**src/ivfr_consts.vh**
```
// constants for the input voltage fault response block
`ifndef IVFR_CONSTS_VH
`define IVFR_CONSTS_VH

// command codes
`define IVFR_CMD_OV_LIMIT      8'h55
`define IVFR_CMD_OV_RESPONSE   8'h56
`define IVFR_CMD_UV_WARN_LIMIT 8'h58

// response config fields
`define IVFR_ACTION_MSB        7
`define IVFR_ACTION_LSB        6
`define IVFR_RETRY_MSB         5
`define IVFR_RETRY_LSB         3
`define IVFR_DELAY_MSB         2
`define IVFR_DELAY_LSB         0

// action codes
`define IVFR_ACT_IGNORE        2'h0
`define IVFR_ACT_DELAYED       2'h1
`define IVFR_ACT_IMMEDIATE     2'h2
`define IVFR_ACT_INVALID       2'h3

// restart counts
`define IVFR_RETRY_LATCH       3'h0
`define IVFR_RETRY_ENDLESS     3'h7

// threshold word fields
`define IVFR_EXP_MSB           15
`define IVFR_EXP_LSB           11
`define IVFR_MAN_MSB           10
`define IVFR_MAN_LSB           0

// reset values: exponent 11110b, uv warning 2.5 V, ov limit 20 V
`define IVFR_RST_OV_RESPONSE   8'h80
`define IVFR_RST_UV_WARN       16'hF00A
`define IVFR_RST_OV_LIMIT      16'hF050

// shutdown delays in switching cycles
`define IVFR_DLY_SHORT         4'h3
`define IVFR_DLY_MID           4'h5
`define IVFR_DLY_LONG          4'h9

// voltages in sensed units (8 fraction bits)
`define IVFR_VOLT_FRAC         8
`define IVFR_VOLT_MIN          32'sh00000500
`define IVFR_VOLT_MAX          32'sh00001600
`define IVFR_VOLT_STEP_MASK    32'sh0000003F

// soft-start rise time and clock
`define IVFR_RISE_TIME_US      1000
`define IVFR_CLK_PERIOD_PS     4000

`endif

```
**src/ivfr_top.v**
```verilog
// input overvoltage response and undervoltage warning logic
`timescale 1ns/100ps
`include "ivfr_consts.vh"
module ivfr_top #(
  parameter RISE_CYCLES = (`IVFR_RISE_TIME_US * 1000000) / `IVFR_CLK_PERIOD_PS,
  parameter TWIDTH      = 24
) (
  // clock and reset
  input  wire        clk,
  input  wire        rst,
  // command port
  input  wire        cmdValid,
  input  wire        cmdWrite,
  input  wire [7:0]  cmdCode,
  input  wire [15:0] cmdData,
  output reg  [15:0] readData,
  output reg         readValid,
  // pins
  input  wire        pwmClk,
  input  wire [15:0] powerInputVoltage,
  input  wire        enable,
  // fault handling
  input  wire        clearFaults,
  output reg         switching,
  output wire        latchedOff,
  // status
  output reg         noneOfTheAbove,
  output reg         inputFlag,
  output reg         overvoltageFlag,
  output reg         undervoltageWarningFlag,
  output reg         invalidDataFlag,
  output wire        hostNotify
);

  localparam ST_OFF    = 3'h0;
  localparam ST_RUN    = 3'h1;
  localparam ST_DELAY  = 3'h2;
  localparam ST_HICCUP = 3'h3;
  localparam ST_LATCH  = 3'h4;

  reg  [2:0]        state;
  reg  [2:0]        next_state;
  reg  [7:0]        responseConfig;
  reg  [15:0]       uvWarnLimit;
  reg  [15:0]       ovLimit;
  reg               uvLocked;
  reg  [2:0]        attempts;
  reg  [2:0]        next_attempts;
  reg               pwmLast;
  reg               ovLast;
  reg               uvLast;
  reg  [15:0]       vinPrev;
  reg  [15:0]       vinStable;
  reg               timerLoad;
  reg  [TWIDTH-1:0] timerValue;
  reg               timerTick;
  reg               goHiccup;
  reg               writeOk;
  wire              pwmSync;
  wire [15:0]       vinSync;
  wire              enableSync;
  wire              timerDone;
  wire              pwmEdge;
  wire [1:0]        overvoltageActionCode;
  wire [2:0]        overvoltageRestartCount;
  wire [2:0]        overvoltageDelaySelector;
  wire signed [31:0] vinValue;
  wire signed [31:0] ovThreshold;
  wire signed [31:0] uvThreshold;
  wire signed [31:0] writeValue;
  wire              ovFault;
  wire              uvCondition;
  wire              ovEvent;
  wire              uvEvent;
  wire [3:0]        delayCycles;
  wire [TWIDTH-1:0] hiccupCycles;
  wire [TWIDTH-1:0] riseCycles;

  // word value in sensed units
  function signed [31:0] linearValue;
    input [15:0] word;
    reg signed [31:0] mant;
    reg signed [7:0]  shift;
    begin
      mant  = {{21{word[`IVFR_MAN_MSB]}}, word[`IVFR_MAN_MSB:`IVFR_MAN_LSB]};
      shift = {{3{word[`IVFR_EXP_MSB]}}, word[`IVFR_EXP_MSB:`IVFR_EXP_LSB]} + 8'sd`IVFR_VOLT_FRAC;
      if (shift >= 0)
        linearValue = mant <<< shift;
      else
        linearValue = mant >>> (-shift);
    end
  endfunction

  // pin synchronisers
  ivfr_sync #(
    .WIDTH (1)
  ) u_pwm_sync (
    .clk  (clk),
    .rst  (rst),
    .din  (pwmClk),
    .dout (pwmSync)
  );

  ivfr_sync #(
    .WIDTH (17)
  ) u_pin_sync (
    .clk  (clk),
    .rst  (rst),
    .din  ({enable, powerInputVoltage}),
    .dout ({enableSync, vinSync})
  );

  ivfr_timer #(
    .WIDTH (TWIDTH)
  ) u_timer (
    .clk       (clk),
    .rst       (rst),
    .load      (timerLoad),
    .loadValue (timerValue),
    .tick      (timerTick),
    .expired   (timerDone)
  );

  assign overvoltageActionCode    = responseConfig[`IVFR_ACTION_MSB:`IVFR_ACTION_LSB];
  assign overvoltageRestartCount  = responseConfig[`IVFR_RETRY_MSB:`IVFR_RETRY_LSB];
  assign overvoltageDelaySelector = responseConfig[`IVFR_DELAY_MSB:`IVFR_DELAY_LSB];

  assign vinValue    = {16'h0000, vinStable};
  assign ovThreshold = linearValue(ovLimit);
  assign uvThreshold = linearValue(uvWarnLimit);
  assign writeValue  = linearValue(cmdData);
  assign ovFault     = (vinValue > ovThreshold);
  assign uvCondition = (vinValue <= uvThreshold);
  assign ovEvent     = ovFault && !ovLast;
  assign uvEvent     = uvCondition && !uvLast;
  assign pwmEdge     = pwmSync && !pwmLast;
  assign latchedOff  = (state == ST_LATCH);
  assign hostNotify  = overvoltageFlag | undervoltageWarningFlag | invalidDataFlag;
  assign riseCycles  = RISE_CYCLES[TWIDTH-1:0];

  // shutdown delay and hiccup length
  assign delayCycles = (overvoltageDelaySelector <= 3'h1) ? `IVFR_DLY_SHORT :
                       (overvoltageDelaySelector <= 3'h4) ? `IVFR_DLY_MID :
                       `IVFR_DLY_LONG;
  assign hiccupCycles = (overvoltageDelaySelector <= 3'h1) ? riseCycles :
                        riseCycles * overvoltageDelaySelector;

  // write validation
  always @*
  begin
    writeOk = 1'b0;
    if (cmdCode == `IVFR_CMD_OV_RESPONSE)
      writeOk = (cmdData[`IVFR_ACTION_MSB:`IVFR_ACTION_LSB] != `IVFR_ACT_INVALID) &&
                (cmdData[15:8] == 8'h00);
    else if (cmdCode == `IVFR_CMD_UV_WARN_LIMIT)
      writeOk = (writeValue >= `IVFR_VOLT_MIN) && (writeValue <= `IVFR_VOLT_MAX) &&
                !(uvLocked && (writeValue < `IVFR_VOLT_MIN));
    else if (cmdCode == `IVFR_CMD_OV_LIMIT)
      writeOk = (writeValue >= `IVFR_VOLT_MIN) && (writeValue <= `IVFR_VOLT_MAX) &&
                ((writeValue & `IVFR_VOLT_STEP_MASK) == 32'sh00000000);
  end

  // command registers and read data
  always @(posedge clk or posedge rst)
  begin
    if (rst)
    begin
      responseConfig <= `IVFR_RST_OV_RESPONSE;
      uvWarnLimit    <= `IVFR_RST_UV_WARN;
      ovLimit        <= `IVFR_RST_OV_LIMIT;
      uvLocked       <= 1'b0;
      readData       <= 16'h0000;
      readValid      <= 1'b0;
    end
    else
    begin
      readValid <= cmdValid && !cmdWrite;
      if (cmdValid && cmdWrite && writeOk)
      begin
        if (cmdCode == `IVFR_CMD_OV_RESPONSE)
          responseConfig <= cmdData[7:0];
        else if (cmdCode == `IVFR_CMD_UV_WARN_LIMIT)
        begin
          uvWarnLimit <= cmdData;
          if (writeValue > `IVFR_VOLT_MIN)
            uvLocked <= 1'b1;
        end
        else if (cmdCode == `IVFR_CMD_OV_LIMIT)
          ovLimit <= cmdData;
      end
      if (cmdValid && !cmdWrite)
      begin
        if (cmdCode == `IVFR_CMD_OV_RESPONSE)
          readData <= {8'h00, responseConfig};
        else if (cmdCode == `IVFR_CMD_UV_WARN_LIMIT)
          readData <= uvWarnLimit;
        else if (cmdCode == `IVFR_CMD_OV_LIMIT)
          readData <= ovLimit;
        else
          readData <= 16'h0000;
      end
    end
  end

  // sticky status, set wins over clear
  always @(posedge clk or posedge rst)
  begin
    if (rst)
    begin
      noneOfTheAbove          <= 1'b0;
      inputFlag               <= 1'b0;
      overvoltageFlag         <= 1'b0;
      undervoltageWarningFlag <= 1'b0;
      invalidDataFlag         <= 1'b0;
      ovLast                  <= 1'b0;
      uvLast                  <= 1'b1; // no false warning from sync reset value
      pwmLast                 <= 1'b0;
      vinPrev                 <= 16'h0000;
      vinStable               <= 16'h0000;
    end
    else
    begin
      ovLast  <= ovFault;
      uvLast  <= uvCondition;
      pwmLast <= pwmSync;
      vinPrev <= vinSync;
      if (vinSync == vinPrev)
        vinStable <= vinSync; // word taken once two samples agree
      if (ovEvent || uvEvent)
      begin
        noneOfTheAbove <= 1'b1;
        inputFlag      <= 1'b1;
      end
      else if (clearFaults)
      begin
        noneOfTheAbove <= 1'b0;
        inputFlag      <= 1'b0;
      end
      if (ovEvent)
        overvoltageFlag <= 1'b1;
      else if (clearFaults)
        overvoltageFlag <= 1'b0;
      if (uvEvent)
        undervoltageWarningFlag <= 1'b1;
      else if (clearFaults)
        undervoltageWarningFlag <= 1'b0;
      if (cmdValid && cmdWrite && !writeOk)
        invalidDataFlag <= 1'b1;
      else if (clearFaults)
        invalidDataFlag <= 1'b0;
    end
  end

  // response state machine
  always @*
  begin
    next_state    = state;
    next_attempts = attempts;
    timerLoad     = 1'b0;
    timerValue    = {TWIDTH{1'b0}};
    timerTick     = (state == ST_DELAY) ? pwmEdge : 1'b1;
    goHiccup      = 1'b0;
    case (state)
      ST_OFF:
      begin
        next_attempts = 3'h0;
        if (enableSync && !ovFault)
          next_state = ST_RUN;
      end
      ST_RUN:
      begin
        if (!enableSync)
          next_state = ST_OFF;
        else if (ovFault)
        begin
          if (overvoltageActionCode == `IVFR_ACT_DELAYED)
          begin
            next_state = ST_DELAY;
            timerLoad  = 1'b1;
            timerValue = {{(TWIDTH-4){1'b0}}, delayCycles};
          end
          else if (overvoltageActionCode == `IVFR_ACT_IMMEDIATE)
            goHiccup = 1'b1;
          // ignore keeps running
        end
      end
      ST_DELAY:
      begin
        if (!enableSync)
          next_state = ST_OFF;
        else if (timerDone)
        begin
          if (ovFault)
            goHiccup = 1'b1;
          else
            next_state = ST_RUN;
        end
      end
      ST_HICCUP:
      begin
        if (!enableSync)
          next_state = ST_OFF;
        else if (timerDone)
        begin
          next_attempts = attempts + 3'h1;
          if (!ovFault)
          begin
            next_state    = ST_RUN;
            next_attempts = 3'h0;
          end
          else if (overvoltageRestartCount == `IVFR_RETRY_ENDLESS)
          begin
            timerLoad     = 1'b1;
            timerValue    = hiccupCycles;
            next_attempts = 3'h0;
          end
          else if (next_attempts >= overvoltageRestartCount)
            next_state = ST_LATCH;
          else
          begin
            timerLoad  = 1'b1;
            timerValue = hiccupCycles;
          end
        end
      end
      ST_LATCH:
      begin
        if (!enableSync)
          next_state = ST_OFF;
      end
      default:
        next_state = ST_OFF;
    endcase
    if (goHiccup)
    begin
      next_attempts = 3'h0;
      if (overvoltageRestartCount == `IVFR_RETRY_LATCH)
        next_state = ST_LATCH;
      else
      begin
        next_state = ST_HICCUP;
        timerLoad  = 1'b1;
        timerValue = hiccupCycles;
      end
    end
  end

  always @(posedge clk or posedge rst)
  begin
    if (rst)
    begin
      state     <= ST_OFF;
      attempts  <= 3'h0;
      switching <= 1'b0;
    end
    else
    begin
      state     <= next_state;
      attempts  <= next_attempts;
      switching <= (next_state == ST_RUN) || (next_state == ST_DELAY);
    end
  end

endmodule // ivfr_top

```
**src/ivfr_sync.v**
```verilog
// two flip-flop synchroniser for pin inputs
`timescale 1ns/100ps
module ivfr_sync #(
  parameter WIDTH = 1
) (
  // clock and reset
  input  wire             clk,
  input  wire             rst,
  // data
  input  wire [WIDTH-1:0] din,
  output reg  [WIDTH-1:0] dout
);

  reg [WIDTH-1:0] stage1;

  always @(posedge clk or posedge rst)
  begin
    if (rst)
    begin
      stage1 <= {WIDTH{1'b0}};
      dout   <= {WIDTH{1'b0}};
    end
    else
    begin
      stage1 <= din;
      dout   <= stage1;
    end
  end

endmodule // ivfr_sync

```
**src/ivfr_timer.v**
```verilog
// loadable down counter with tick enable
`timescale 1ns/100ps
module ivfr_timer #(
  parameter WIDTH = 24
) (
  // clock and reset
  input  wire             clk,
  input  wire             rst,
  // control
  input  wire             load,
  input  wire [WIDTH-1:0] loadValue,
  input  wire             tick,
  // status
  output wire             expired
);

  reg [WIDTH-1:0] count;

  assign expired = (count == {WIDTH{1'b0}});

  always @(posedge clk or posedge rst)
  begin
    if (rst)
      count <= {WIDTH{1'b0}};
    else if (load)
      count <= loadValue;
    else if (tick && !expired)
      count <= count - {{(WIDTH-1){1'b0}}, 1'b1};
  end

endmodule // ivfr_timer

```
**config.mk**
```make
export PLATFORM = sky130hd
export DESIGN_NAME = ivfr_top
export DESIGN_NICKNAME = d
export VERILOG_FILES = /design/src/ivfr_top.v /design/src/ivfr_sync.v /design/src/ivfr_timer.v
export VERILOG_INCLUDE_DIRS = /design/src
export SDC_FILE = /design/constraint.sdc
export NUM_CORES = 1
export LEC_CHECK = 0
export BUFFER_PORTS_ARGS = -buffer_cell sky130_fd_sc_hd__buf_2
export CAP_MARGIN = 20
export CORE_ASPECT_RATIO = 0.7
export CORE_MARGIN = 2
export CORE_UTILIZATION = 60
export DETAILED_ROUTE_END_ITERATION = 12
export GPL_TIMING_DRIVEN = 0
export MAX_ROUTING_LAYER = met4
export PLACE_DENSITY = 0.78
export SETUP_SLACK_MARGIN = 0.02
export SLEW_MARGIN = 15
export SYNTH_ARGS = -nofsm -noshare
export SYNTH_HDL_FRONTEND = slang
export SYNTH_SLANG_ARGS = --single-unit
export TNS_END_PERCENT = 50
```
**constraint.sdc**
```tcl
create_clock -name clk -period 11.05 [get_ports clk]
set_clock_uncertainty 0.05 [all_clocks]
set_input_delay 0.5525 -clock clk [delete_from_list [all_inputs] [get_ports clk]]
set_output_delay 0.5525 -clock clk [all_outputs]
set_load 0.01 [all_outputs]
```
==> flow_summary_export.csv, run 1 <==
group,metric,value,unit
timing,rsz0062_at_grt,"false",
route,vias_per_cell,6.735,
setup_path,ff2ff_setup_slack,4.58,ns
yosys,synth-seq-cells,163,
placed_design,io_buffers,64,
setup_path,critPathKind,"register to register",
yosys,yosysUniqueCellTypes,105,
route,dr.pass1.iters,8,
clock_network,cts_sinks,163,
layout,final_nets,1689,
power,power,1692,uW
floorplan,die_w,181.9,um
yosys,yosysWarningCount,0,
yosys,ys_seq_area_frac,0.3083,
setup_path,crit_path_max_fanout,11,
timing,max-slew-margin-rel,0.3736,
timing,final_hold_viol_count,0,
route,drtIter0Drc,1470,
timing,setup_tns,0,ns
layout,area_growth,9.708,%
clock_network,ctsHoldBuffers,0,
yosys,syn-cell-area,13290,um^2
power,ir_drop,0.0001197,V
setup_path,r2r-start,"ovLimit[14]$_DFFE_PP1P_",
placed_design,gp_congestion,0.9868,
layout,diodes,0,
clock_network,postCtsSetupBuffers,0,
outcome,outcome,"completed",
yosys,synthCells,1491,
route,avgRoutedWirePerCell,21.20,um
power,power_leakage,0.006461,uW
floorplan,die-area,23370,um^2
clock_network,cts_root_buf,"clkbuf_16",
global_route,grt_pass1_wl,63.59,mm
yosys,synthFlopType,"dfrtp_1",
yosys,synth_edf_count,0,
global_route,groute.usage.overall,0.3551,
placed_design,hpwlAfterDp,29.15,mm
clock_network,path_clk_slew,0.06,ns
setup_path,cp.required,11.31,ns
floorplan,core,21730,um^2
timing,max_freq,154.7,MHz
power,p_per_area,116.1,nW/um^2
clock_network,cts_resized,0,
clock_network,cts_buffer_depth,2,
setup_path,r2r_cells,27,
timing,setup_violations,0,
yosys,synthArstFlopShare,1.000,
yosys,syn-num-nets,1604,
floorplan,initial_core_util,0.6114,
timing,post-route-period-util,0.5851,
clock_network,clk_latency,0.44,ns
global_route,antenna_found_initial,0,
setup_path,start_kind,"register",
timing,finalCriticalPeriod,6.465,ns
setup_path,end_kind,"register",
timing,drv_slew,0,
setup_path,r2r_end,"state[2]$_DFF_PP0_",
floorplan,top_level_ports,72,
layout,drive_gt1_frac,0.1768,
global_route,grt_max_degree,100,
flow_run,maxCapViolCount,0,
global_route,grt_pass1_vias,11600,
yosys,avgSynthCellArea,8.912,um^2
setup_path,arrival,6.73,ns
route,drc_errors,0,
clock_network,htree_levels,4,
worst_hold_path,worstHoldPathType,"input port to asynchronous set/reset pin",
route,ant_nets,0,
clock_network,tritoncts,"yes",
global_route,overflow,0,
floorplan,die_h,128.5,um
route,vias,12600,
floorplan,rows,45,
clock_network,cts_buffers,17,
route,routed_wl,39.67,mm
timing,worst_pin_slew,0.9266,ns
-- per-layer routing --
layer / vias up / GRT usage / part of all wire
li1: 5753 / - / -
met1: 6056 / 0.5180 / 0.46
met2: 716 / 0.5015 / 0.42
met3: 76 / 0.08322 / 0.11
met4: 0 / 0.07970 / 0.016
met5: - / - / 0
-- cell usage in the layout, fill, tap and decap left out, types with 20 or more instances in the layout --
master,Yosys,routed
and3_1,21,21
xor2_1,25,25
nand2_1,120,120
ha_1,63,63
nor2_1,140,140
nand2b_1,23,23
nor3_1,40,40
nand3_1,29,29
dfrtp_1,149,149
o21ai_0,72,72
a21oi_1,90,90
clkbuf_1,69,70
mux4_2,20,20
nor2b_1,20,20
inv_1,45,44
mux2i_1,42,42
mux2_2,66,66
buf_2,25,89
a221oi_1,30,30
-- through the flow --
| stage | area (um^2) | std cells | util | hold WS, ns | worst slack, ns |
|---|---|---|---|---|---|
| 2_1_floorplan | 13290 | 1491 | - | 0.2812 | 6.066 |
| 4_1_cts | 14570 | 1870 | 0.6705 | 0.09776 | 4.777 |
| 3_3_place_gp | 13960 | 1837 | 0.6424 | 0.2819 | 4.368 |
| 5_1_grt | 14580 | 1871 | 0.6708 | 0.1132 | 4.216 |
| 3_5_place_dp | 14000 | 1838 | 0.6440 | 0.2847 | 4.855 |
| 6_report | 14580 | 1871 | 0.6708 | 0.09683 | 4.585 |
-- worst max-delay path: stages (launching register included) --
cell and delay, ns:
dfstp_2 0.42, inv_1 0.11, clkbuf_1 0.47, ha_1 0.39, clkbuf_1 0.45, clkbuf_1 0.34
nand2_1 0.09, o22ai_1 0.18, nand2_1 0.14, nor3_1 0.20, mux2_2 0.38, o21ai_0 0.23
a21oi_1 0.11, a21oi_1 0.16, ha_1 0.27, nor2b_1 0.13, o21ai_0 0.15, nand2b_1 0.09
a21oi_1 0.19, o21ai_0 0.12, a21oi_1 0.33, o211ai_2 0.25, nand2_2 0.28, inv_2 0.13
buf_4 0.20, buf_4 0.19, a22oi_1 0.17, o31ai_1 0.10
-- flip-flops by register name, indices dropped and copies added, names as in the netlist --
register,flops
overvoltageFlag,1
u_pin_sync.dout,17
u_pin_sync.stage1,17
vinStable,16
uvLast,1
invalidDataFlag,1
undervoltageWarningFlag,1
switching,1
u_timer.count,24
inputFlag,1
ovLimit,16
u_pwm_sync.stage1,1
pwmLast,1
uvWarnLimit,16
readData,16
responseConfig,8
vinPrev,16
ovLast,1
state,3
u_pwm_sync.dout,1
readValid,1
attempts,3
-- worst max path at each step --
stage | to | from | cells past startpoint
2_1_floorplan | attempts[0]$_DFFE_PP0P_ | rst | 1
3_3_place_gp | invalidDataFlag$_DFFE_PP0P_ | rst | 2
3_5_place_dp | state[2]$_DFF_PP0_ | ovLimit[14]$_DFFE_PP1P_ | 27
4_1_cts | state[2]$_DFF_PP0_ | ovLimit[14]$_DFFE_PP1P_ | 27
5_1_grt | u_timer.count[17]$_DFFE_PP0P_ | ovLimit[14]$_DFFE_PP1P_ | 24
6_report | state[2]$_DFF_PP0_ | ovLimit[14]$_DFFE_PP1P_ | 27
-- where the power goes --
group / internal [uW] / switching, uW
clock network: 338 / 256
registers: 666 / 69.2
logic: 152 / 211
total: 1160 / 537
-- cells in the mapped netlist (all sizes together), types with 30 or more instances --
cell type / count / share of area
nand3: 30 / 0.012
nand2: 121 / 0.034
a221oi: 30 / 0.020
ha: 63 / 0.059
inv: 47 / 0.013
nor3: 42 / 0.017
mux2: 77 / 0.068
clkbuf: 72 / 0.021
mux2i: 43 / 0.033
buf: 40 / 0.017
dfrtp: 149 / 0.28
nor2: 141 / 0.040
a21oi: 91 / 0.035
o21ai: 75 / 0.028
-- area by class of cell --
cell class              instances  area [um^2]
repair buffers                 66        352.8
flip-flops and latches        163         4096
clock inverters                13        133.9
clock buffers                  19        442.9
fillers                      1787         7156
well taps                     282        352.8
multi-input cells            1165         8494
inverters                      51        198.9
plain buffers                 112        505.5
-- logic make-up (layout without fill, tap and decap cells) --
logic type	after synthesis	after routing	synth area share
buf+inv	163	261	0.05245
simple gates	500	500	0.1913
flops	163	163	0.3083
xor+xnor	37	37	0.02439
mux	141	141	0.1376
compound gates	421	421	0.2221
fa+ha+maj	66	66	0.06384
Note: power is estimated with default switching activity, not from simulation.
==> inputs of run 2 (changes only) <==
--- a/config.mk
+++ b/config.mk
@@ -10,7 +10,7 @@
 export CAP_MARGIN = 20
 export CORE_ASPECT_RATIO = 0.7
 export CORE_MARGIN = 2
-export CORE_UTILIZATION = 60
+export CORE_UTILIZATION = 57
 export DETAILED_ROUTE_END_ITERATION = 12
 export GPL_TIMING_DRIVEN = 0
 export MAX_ROUTING_LAYER = met4
==> constraint.sdc (replaced) <==
create_clock -name clk -period 5.5 [get_ports clk]
set_clock_uncertainty 0.05 [all_clocks]
set_input_delay 0.275 -clock clk [delete_from_list [all_inputs] [get_ports clk]]
set_output_delay 0.275 -clock clk [all_outputs]
set_load 0.01 [all_outputs]
==> run 2 against run 1 <==
  * Register-to-register slack worse by 4.4 ns
  * Worst setup slack worse by 4.4 ns
  * First-iteration DRC count up 5.8%
  * Clock power up 110%
  * Cell count up 2.8%
  * Combinational power up 110%
  * Routed wire length up 2.8%
  * Global-route usage down 1.5 points
  * Highest routed layer unchanged
==> flow_summary_export.csv, run 2 (same netlist as run 1, synthesis figures left out) <==
group,metric,value,unit
outcome,outcome,"completed",
setup_path,arrival,5.55,ns
layout,diodes,0,
layout,area_growth,12.98,%
timing,max_freq,189.2,MHz
setup_path,end_kind,"register",
worst_hold_path,worstHoldPathType,"input port to register",
setup_path,critical_path.max_stage_delay,0.63,ns
layout,drive_gt1_frac,0.1924,
global_route,overflow,0,
floorplan,die-area,24570,um^2
clock_network,htree_levels,4,
setup_path,crit_path_max_fanout,10,
clock_network,clk_latency,0.45,ns
timing,worst_pin_slew,0.9565,ns
setup_path,ff2ff_setup_slack,0.21,ns
placed_design,post-place-ws,-0.7002,ns
power,power_frac_seq,0.425,
route,ant_nets,0,
timing,max-slew-margin-rel,0.3534,
layout,top_regs,"u_timer.count (24), u_pin_sync.dout (17), u_pin_sync.stage1 (17)",
timing,drv_slew,0,
timing,finalCriticalPeriod,5.287,ns
clock_network,cts_sinks,163,
global_route,grt_max_degree,100,
floorplan,core,22790,um^2
floorplan,die_w,186.5,um
route,vias,12890,
layout,final_cell_mix,"dfrtp_1, nor2_1, nand2_1, a21oi_1, buf_2",
power,combinationalPowerShare,0.218,
power,switching_share,0.3327,
flow_run,maxCapViolCount,0,
layout,final_nets,1711,
placed_design,hpwlAfterDp,29.66,mm
layout,largest_register_ff_count,24,
floorplan,initial_core_util,0.5830,
global_route,antenna_found_initial,0,
timing,holdWs,0.1306,ns
setup_path,start_kind,"register",
power,p_sw,1155,uW
clock_network,cts_root_buf,"clkbuf_16",
setup_path,cp.required,5.76,ns
floorplan,die_h,131.7,um
clock_network,path_clk_slew,0.07,ns
clock_network,cts_buffer_depth,2,
timing,worst_slack,0.2132,ns
clock_network,cts_buffers,17,
global_route,groute.usage.overall,0.3398,
route,avgRoutedWirePerCell,21.20,um
route,routed_wl,40.76,mm
power,p_per_area,231.2,nW/um^2
route,vias_per_cell,6.704,
route,dr.pass1.iters,6,
clock_network,tritoncts,"yes",
timing,setup_violations,0,
floorplan,rows,46,
layout,final_common_cell,"dfrtp_1",
power,intPower,2316,uW
layout,largest_register,"u_timer.count",
global_route,grt_pass1_vias,12150,
setup_path,cp_slowest_cell,"dfstp_2",
placed_design,io_buffers,64,
timing,post-route-period-util,0.9612,
setup_path,critPathKind,"register to register",
route,drtIter0Drc,1555,
global_route,grt_pass1_wl,65.47,mm
route,drc_errors,0,
placed_design,gp_congestion,0.9489,
power,clockPowerShare,0.357,
power,ir_drop,0.0003660,V
timing,final_hold_viol_count,0,
floorplan,top_level_ports,72,
power,power_leakage,0.006612,uW
power,power,3471,uW
[run 2: cell types whose count changed in the layout (fill, tap and decap cells not counted), sizes merged]
cell / before / now
clkbuf: 92 / 87
bufinv: 2 / 1
clkinv: 10 / 7
buf: 105 / 110
dlygate4sd3: 0 / 20
inv: 49 / 55
[run 2: metal layers]
| metal | share of wire | up-vias | global-route usage | wire length (um) |
|---|---|---|---|---|
| met3 | 0.12 | 95 | 0.09316 | 4753 |
| met2 | 0.42 | 756 | 0.4720 | 17130 |
| met1 | 0.44 | 6269 | 0.4903 | 18020 |
| met4 | 0.021 | 0 | 0.08069 | 858 |
| met5 | 0 | - | - | 0 |
| li1 | - | 5772 | - | - |
[run 2: layout make-up]
cell class,count,area [um^2]
Clock inverter,15,180.2
Sequential cell,163,4096
Multi-Input combinational cell,1165,8579
Clock buffer,17,425.4
Buffer,103,494.2
Fill cell,1877,7780
Tap cell,312,390.4
Timing Repair Buffer,97,635.6
Inverter,51,210.2
[run 2: power groups by stage]
| stage | clock, uW | sequential [uW] | combinational [uW] |
|---|---|---|---|
| 6_report | 1240 | 1480 | 756 |
| 5_1_grt | 1300 | 1490 | 828 |
| 4_1_cts | 1250 | 1470 | 733 |
| 3_5_place_dp | 0 | 1490 | 714 |
| 3_3_place_gp | 0 | 1480 | 695 |
| 2_1_floorplan | 0 | 1470 | 517 |
[run 2: worst paths after layout]
path,start,end,cells after the start
max,ovLimit[14]$_DFFE_PP1P_,state[2]$_DFF_PP0_,25
max reg2reg,ovLimit[14]$_DFFE_PP1P_,state[2]$_DFF_PP0_,25
min in group asynchronous,rst,u_pin_sync.dout[9]$_DFF_PP0_,3
min reg2reg,u_pin_sync.stage1[14]$_DFF_PP0_,u_pin_sync.dout[14]$_DFF_PP0_,0
max in group asynchronous,rst,uvWarnLimit[14]$_DFFE_PP1P_,4
min,cmdValid,invalidDataFlag$_DFFE_PP0P_,3
[run 2: what timing repair did]
| action | CTS | global route |
|---|---|---|
| hold buffers | 20 | 0 |
| hold endpoints to repair | 84 | 0 |
| setup endpoints to repair | 34 | 35 |
| pin swaps | 0 | 3 |
| resized for setup | 14 | 23 |
| setup buffers | 2 | 9 |
[run 2: per-stage QoR]
step | setup TNS (ns) | instance area, um^2 | utilization | instances
CTS | 0 | 14890 | 0.6535 | 1918
floorplan | 0 | 13290 | - | 1491
detailed placement | -16.60 | 14030 | 0.6157 | 1868
finish | 0 | 15010 | 0.6587 | 1923
global placement | -152.88 | 14000 | 0.6142 | 1867
global route | -0.007640 | 15010 | 0.6587 | 1923
[run 2: worst max-delay path, delay by kind of cell (launching register included)]
family / cells / cell delay [ns]
fa+ha+maj: 2 / 0.60
mux: 1 / 0.37
buf+inv: 4 / 0.60
compound gates: 11 / 1.94
simple gates: 7 / 0.96
flops: 1 / 0.63
==> inputs of run 3 (changes only) <==
--- a/config.mk
+++ b/config.mk
@@ -9,7 +9,7 @@
 export BUFFER_PORTS_ARGS = -buffer_cell sky130_fd_sc_hd__buf_2
 export CAP_MARGIN = 20
 export CORE_ASPECT_RATIO = 0.7
-export CORE_MARGIN = 2
+export CORE_MARGIN = 4
 export CORE_UTILIZATION = 57
 export DETAILED_ROUTE_END_ITERATION = 12
 export GPL_TIMING_DRIVEN = 0
==> run 3 against run 2 <==
  * Worst hold slack worse by 0.11 ns
  * Worst setup slack better by 0.058 ns
  * Largest power group unchanged
  * Critical path depth is 1 higher
  * Total power is 1.9% lower
  * Clock power is 6% lower
  * Register-to-register slack better by 0.06 ns
  * Sequential cell count stayed put
  * Maximum frequency is 1.1% higher
==> flow_summary_export.csv, run 3 (same netlist as run 1, synthesis figures left out) <==
group,metric,value,unit
outcome,outcome,"completed",
layout,final_util,0.6582,
clock_network,cts_buffer_depth,2,
timing,max-slew-margin-rel,0.2416,
clock_network,tritoncts,"yes",
layout,area_growth,12.90,%
clock_network,cts_root_buf,"clkbuf_16",
route,routed_wl,41.17,mm
clock_network,cts_buffers,17,
placed_design,hpwlAfterDp,30.30,mm
power,p_sw,1145,uW
floorplan,die-area,25860,um^2
flow_run,maxCapViolCount,0,
floorplan,die_w,190.5,um
power,combinationalPowerShare,0.223,
timing,setup_violations,0,
placed_design,gp_congestion,0.9882,
setup_path,cp.required,5.76,ns
worst_hold_path,worstHoldPathType,"input port to register",
timing,finalCriticalPeriod,5.229,ns
floorplan,rows,46,
power,switching_share,0.3361,
setup_path,critical_path.max_stage_delay,0.52,ns
timing,worst_slack,0.2714,ns
global_route,grt_pass1_vias,11930,
layout,diodes,0,
clock_network,cts_sinks,163,
power,power_leakage,0.006595,uW
placed_design,numPlacedInstances,1868,
route,vias_per_cell,6.642,
timing,worst_pin_slew,1.123,ns
placed_design,post-place-ws,-0.7497,ns
route,ant_nets,0,
setup_path,ff2ff_setup_slack,0.27,ns
floorplan,core,22790,um^2
route,vias,12790,
global_route,grt_pass1_wl,66.10,mm
power,ir_drop,0.0002354,V
timing,setup_tns,0,ns
layout,largest_register_ff_count,24,
setup_path,r2r_cells,26,
route,avgRoutedWirePerCell,21.38,um
global_route,groute.usage.overall,0.3293,
power,p_per_area,227.1,nW/um^2
placed_design,io_buffers,64,
floorplan,top_level_ports,72,
worst_hold_path,worstHoldStart,"clearFaults",
clock_network,htree_levels,4,
floorplan,initial_core_util,0.5830,
power,power_frac_seq,0.432,
layout,largest_register,"u_timer.count",
route,drc_errors,0,
layout,top_regs,"u_timer.count (24), u_pin_sync.dout (17), u_pin_sync.stage1 (17)",
setup_path,crit_path_max_fanout,10,
setup_path,cp_slowest_cell,"dfstp_2",
layout,final_cells,1926,
layout,final_cell_mix,"dfrtp_1, nor2_1, nand2_1, a21oi_1, buf_2",
setup_path,end_kind,"register",
clock_network,path_clk_slew,0.08,ns
setup_path,start_kind,"register",
route,dr.pass1.iters,5,
setup_path,arrival,5.49,ns
global_route,overflow,0,
setup_path,critPathKind,"register to register",
power,clockPowerShare,0.345,
timing,post-route-period-util,0.9507,
route,drtIter0Drc,1348,
floorplan,die_h,135.7,um
layout,final_nets,1714,
worst_hold_path,whs_path_depth,2,
layout,drive_gt1_frac,0.1964,
global_route,grt_max_degree,87,
timing,max_freq,191.3,MHz
power,intPower,2262,uW
setup_path,r2r_end,"state[2]$_DFF_PP0_",
worst_hold_path,holdPathEnd,"overvoltageFlag$_DFFE_PP0P_",
global_route,antenna_found_initial,0,
timing,final_hold_viol_count,0,
timing,rsz0062_at_grt,"false",
timing,drv_slew,0,
clock_network,clk_latency,0.44,ns
setup_path,r2r-start,"ovLimit[12]$_DFFE_PP1P_",
layout,final_common_cell,"dfrtp_1",
-- run 3: cell count changes in the layout (fill, tap and decap cells not counted), sizes merged --
cell | previous run | this run
buf | 110 | 116
bufinv | 1 | 0
clkbuf | 87 | 85
clkinvlp | 3 | 6
dlygate4sd3 | 20 | 19
inv | 55 | 53
-- run 3: area by class of cell --
| type | instances | area, um^2 |
|---|---|---|
| buffer | 104 | 494.2 |
| fill | 1904 | 7790 |
| sequential | 163 | 4096 |
| inverter | 51 | 214.0 |
| timing repair buffer | 99 | 650.6 |
| tap | 312 | 390.4 |
| multi-input combinational | 1165 | 8593 |
| clock buffer | 17 | 425.4 |
| clock inverter | 15 | 137.6 |
-- run 3: repair_timing --
action	CTS	global route
resized for setup	13	29
hold buffers	19	0
buffers inserted	2	13
pin swaps	0	3
endpoints found under the hold margin	86	0
endpoints found under the setup margin	36	35
-- run 3: layer usage --
layer	vias to the layer above	routed length (um)	GRT usage
met2	745	17270	0.4530
met3	70	4563	0.09299
li1	5790	-	-
met5	-	0	-
met4	0	712	0.07536
met1	6188	18630	0.4827
-- run 3: worst max path at each step --
stage                            startpoint                       endpoint  slack, ns  cells after the start
global placement                        rst    invalidDataFlag$_DFFE_PP0P_      -0.95                      2
floorplan           ovLimit[14]$_DFFE_PP1P_        attempts[1]$_DFFE_PP0P_       0.61                     25
CTS                 ovLimit[12]$_DFFE_PP1P_   u_timer.count[4]$_DFFE_PP0P_       0.01                     24
global route        ovLimit[12]$_DFFE_PP1P_  u_timer.count[19]$_DFFE_PP0P_       0.02                     24
finish              ovLimit[12]$_DFFE_PP1P_             state[2]$_DFF_PP0_       0.27                     26
detailed placement  ovLimit[14]$_DFFE_PP1P_             state[2]$_DFF_PP0_      -0.75                     27
-- run 3: critical path, delay by kind of cell, from the launching register on --
family,cells,cell delay [ns]
flip-flops,1,0.52
AND/OR/NAND/NOR,6,0.90
buffers and inverters,6,1.00
multiplexers,1,0.39
adder cells (fa/ha/maj),2,0.48
AO/OA/AOI/OAI,11,1.77
-- run 3: through the flow --
step	hold WS (ns)	power, uW	instance area, um^2
floorplan	0.2564	1982	13290
global placement	0.2838	2183	14000
detailed placement	0.2847	2204	14030
CTS	0.01262	3388	14850
global route	0.01376	3573	15000
finish	0.01924	3407	15000
-- run 3: power groups by stage --
stage,sequential (uW),combinational (uW),clock [uW]
4_1_cts,1470,736,1190
5_1_grt,1490,839,1240
2_1_floorplan,1470,517,0
6_report,1470,761,1170
3_3_place_gp,1480,701,0
3_5_place_dp,1480,719,0
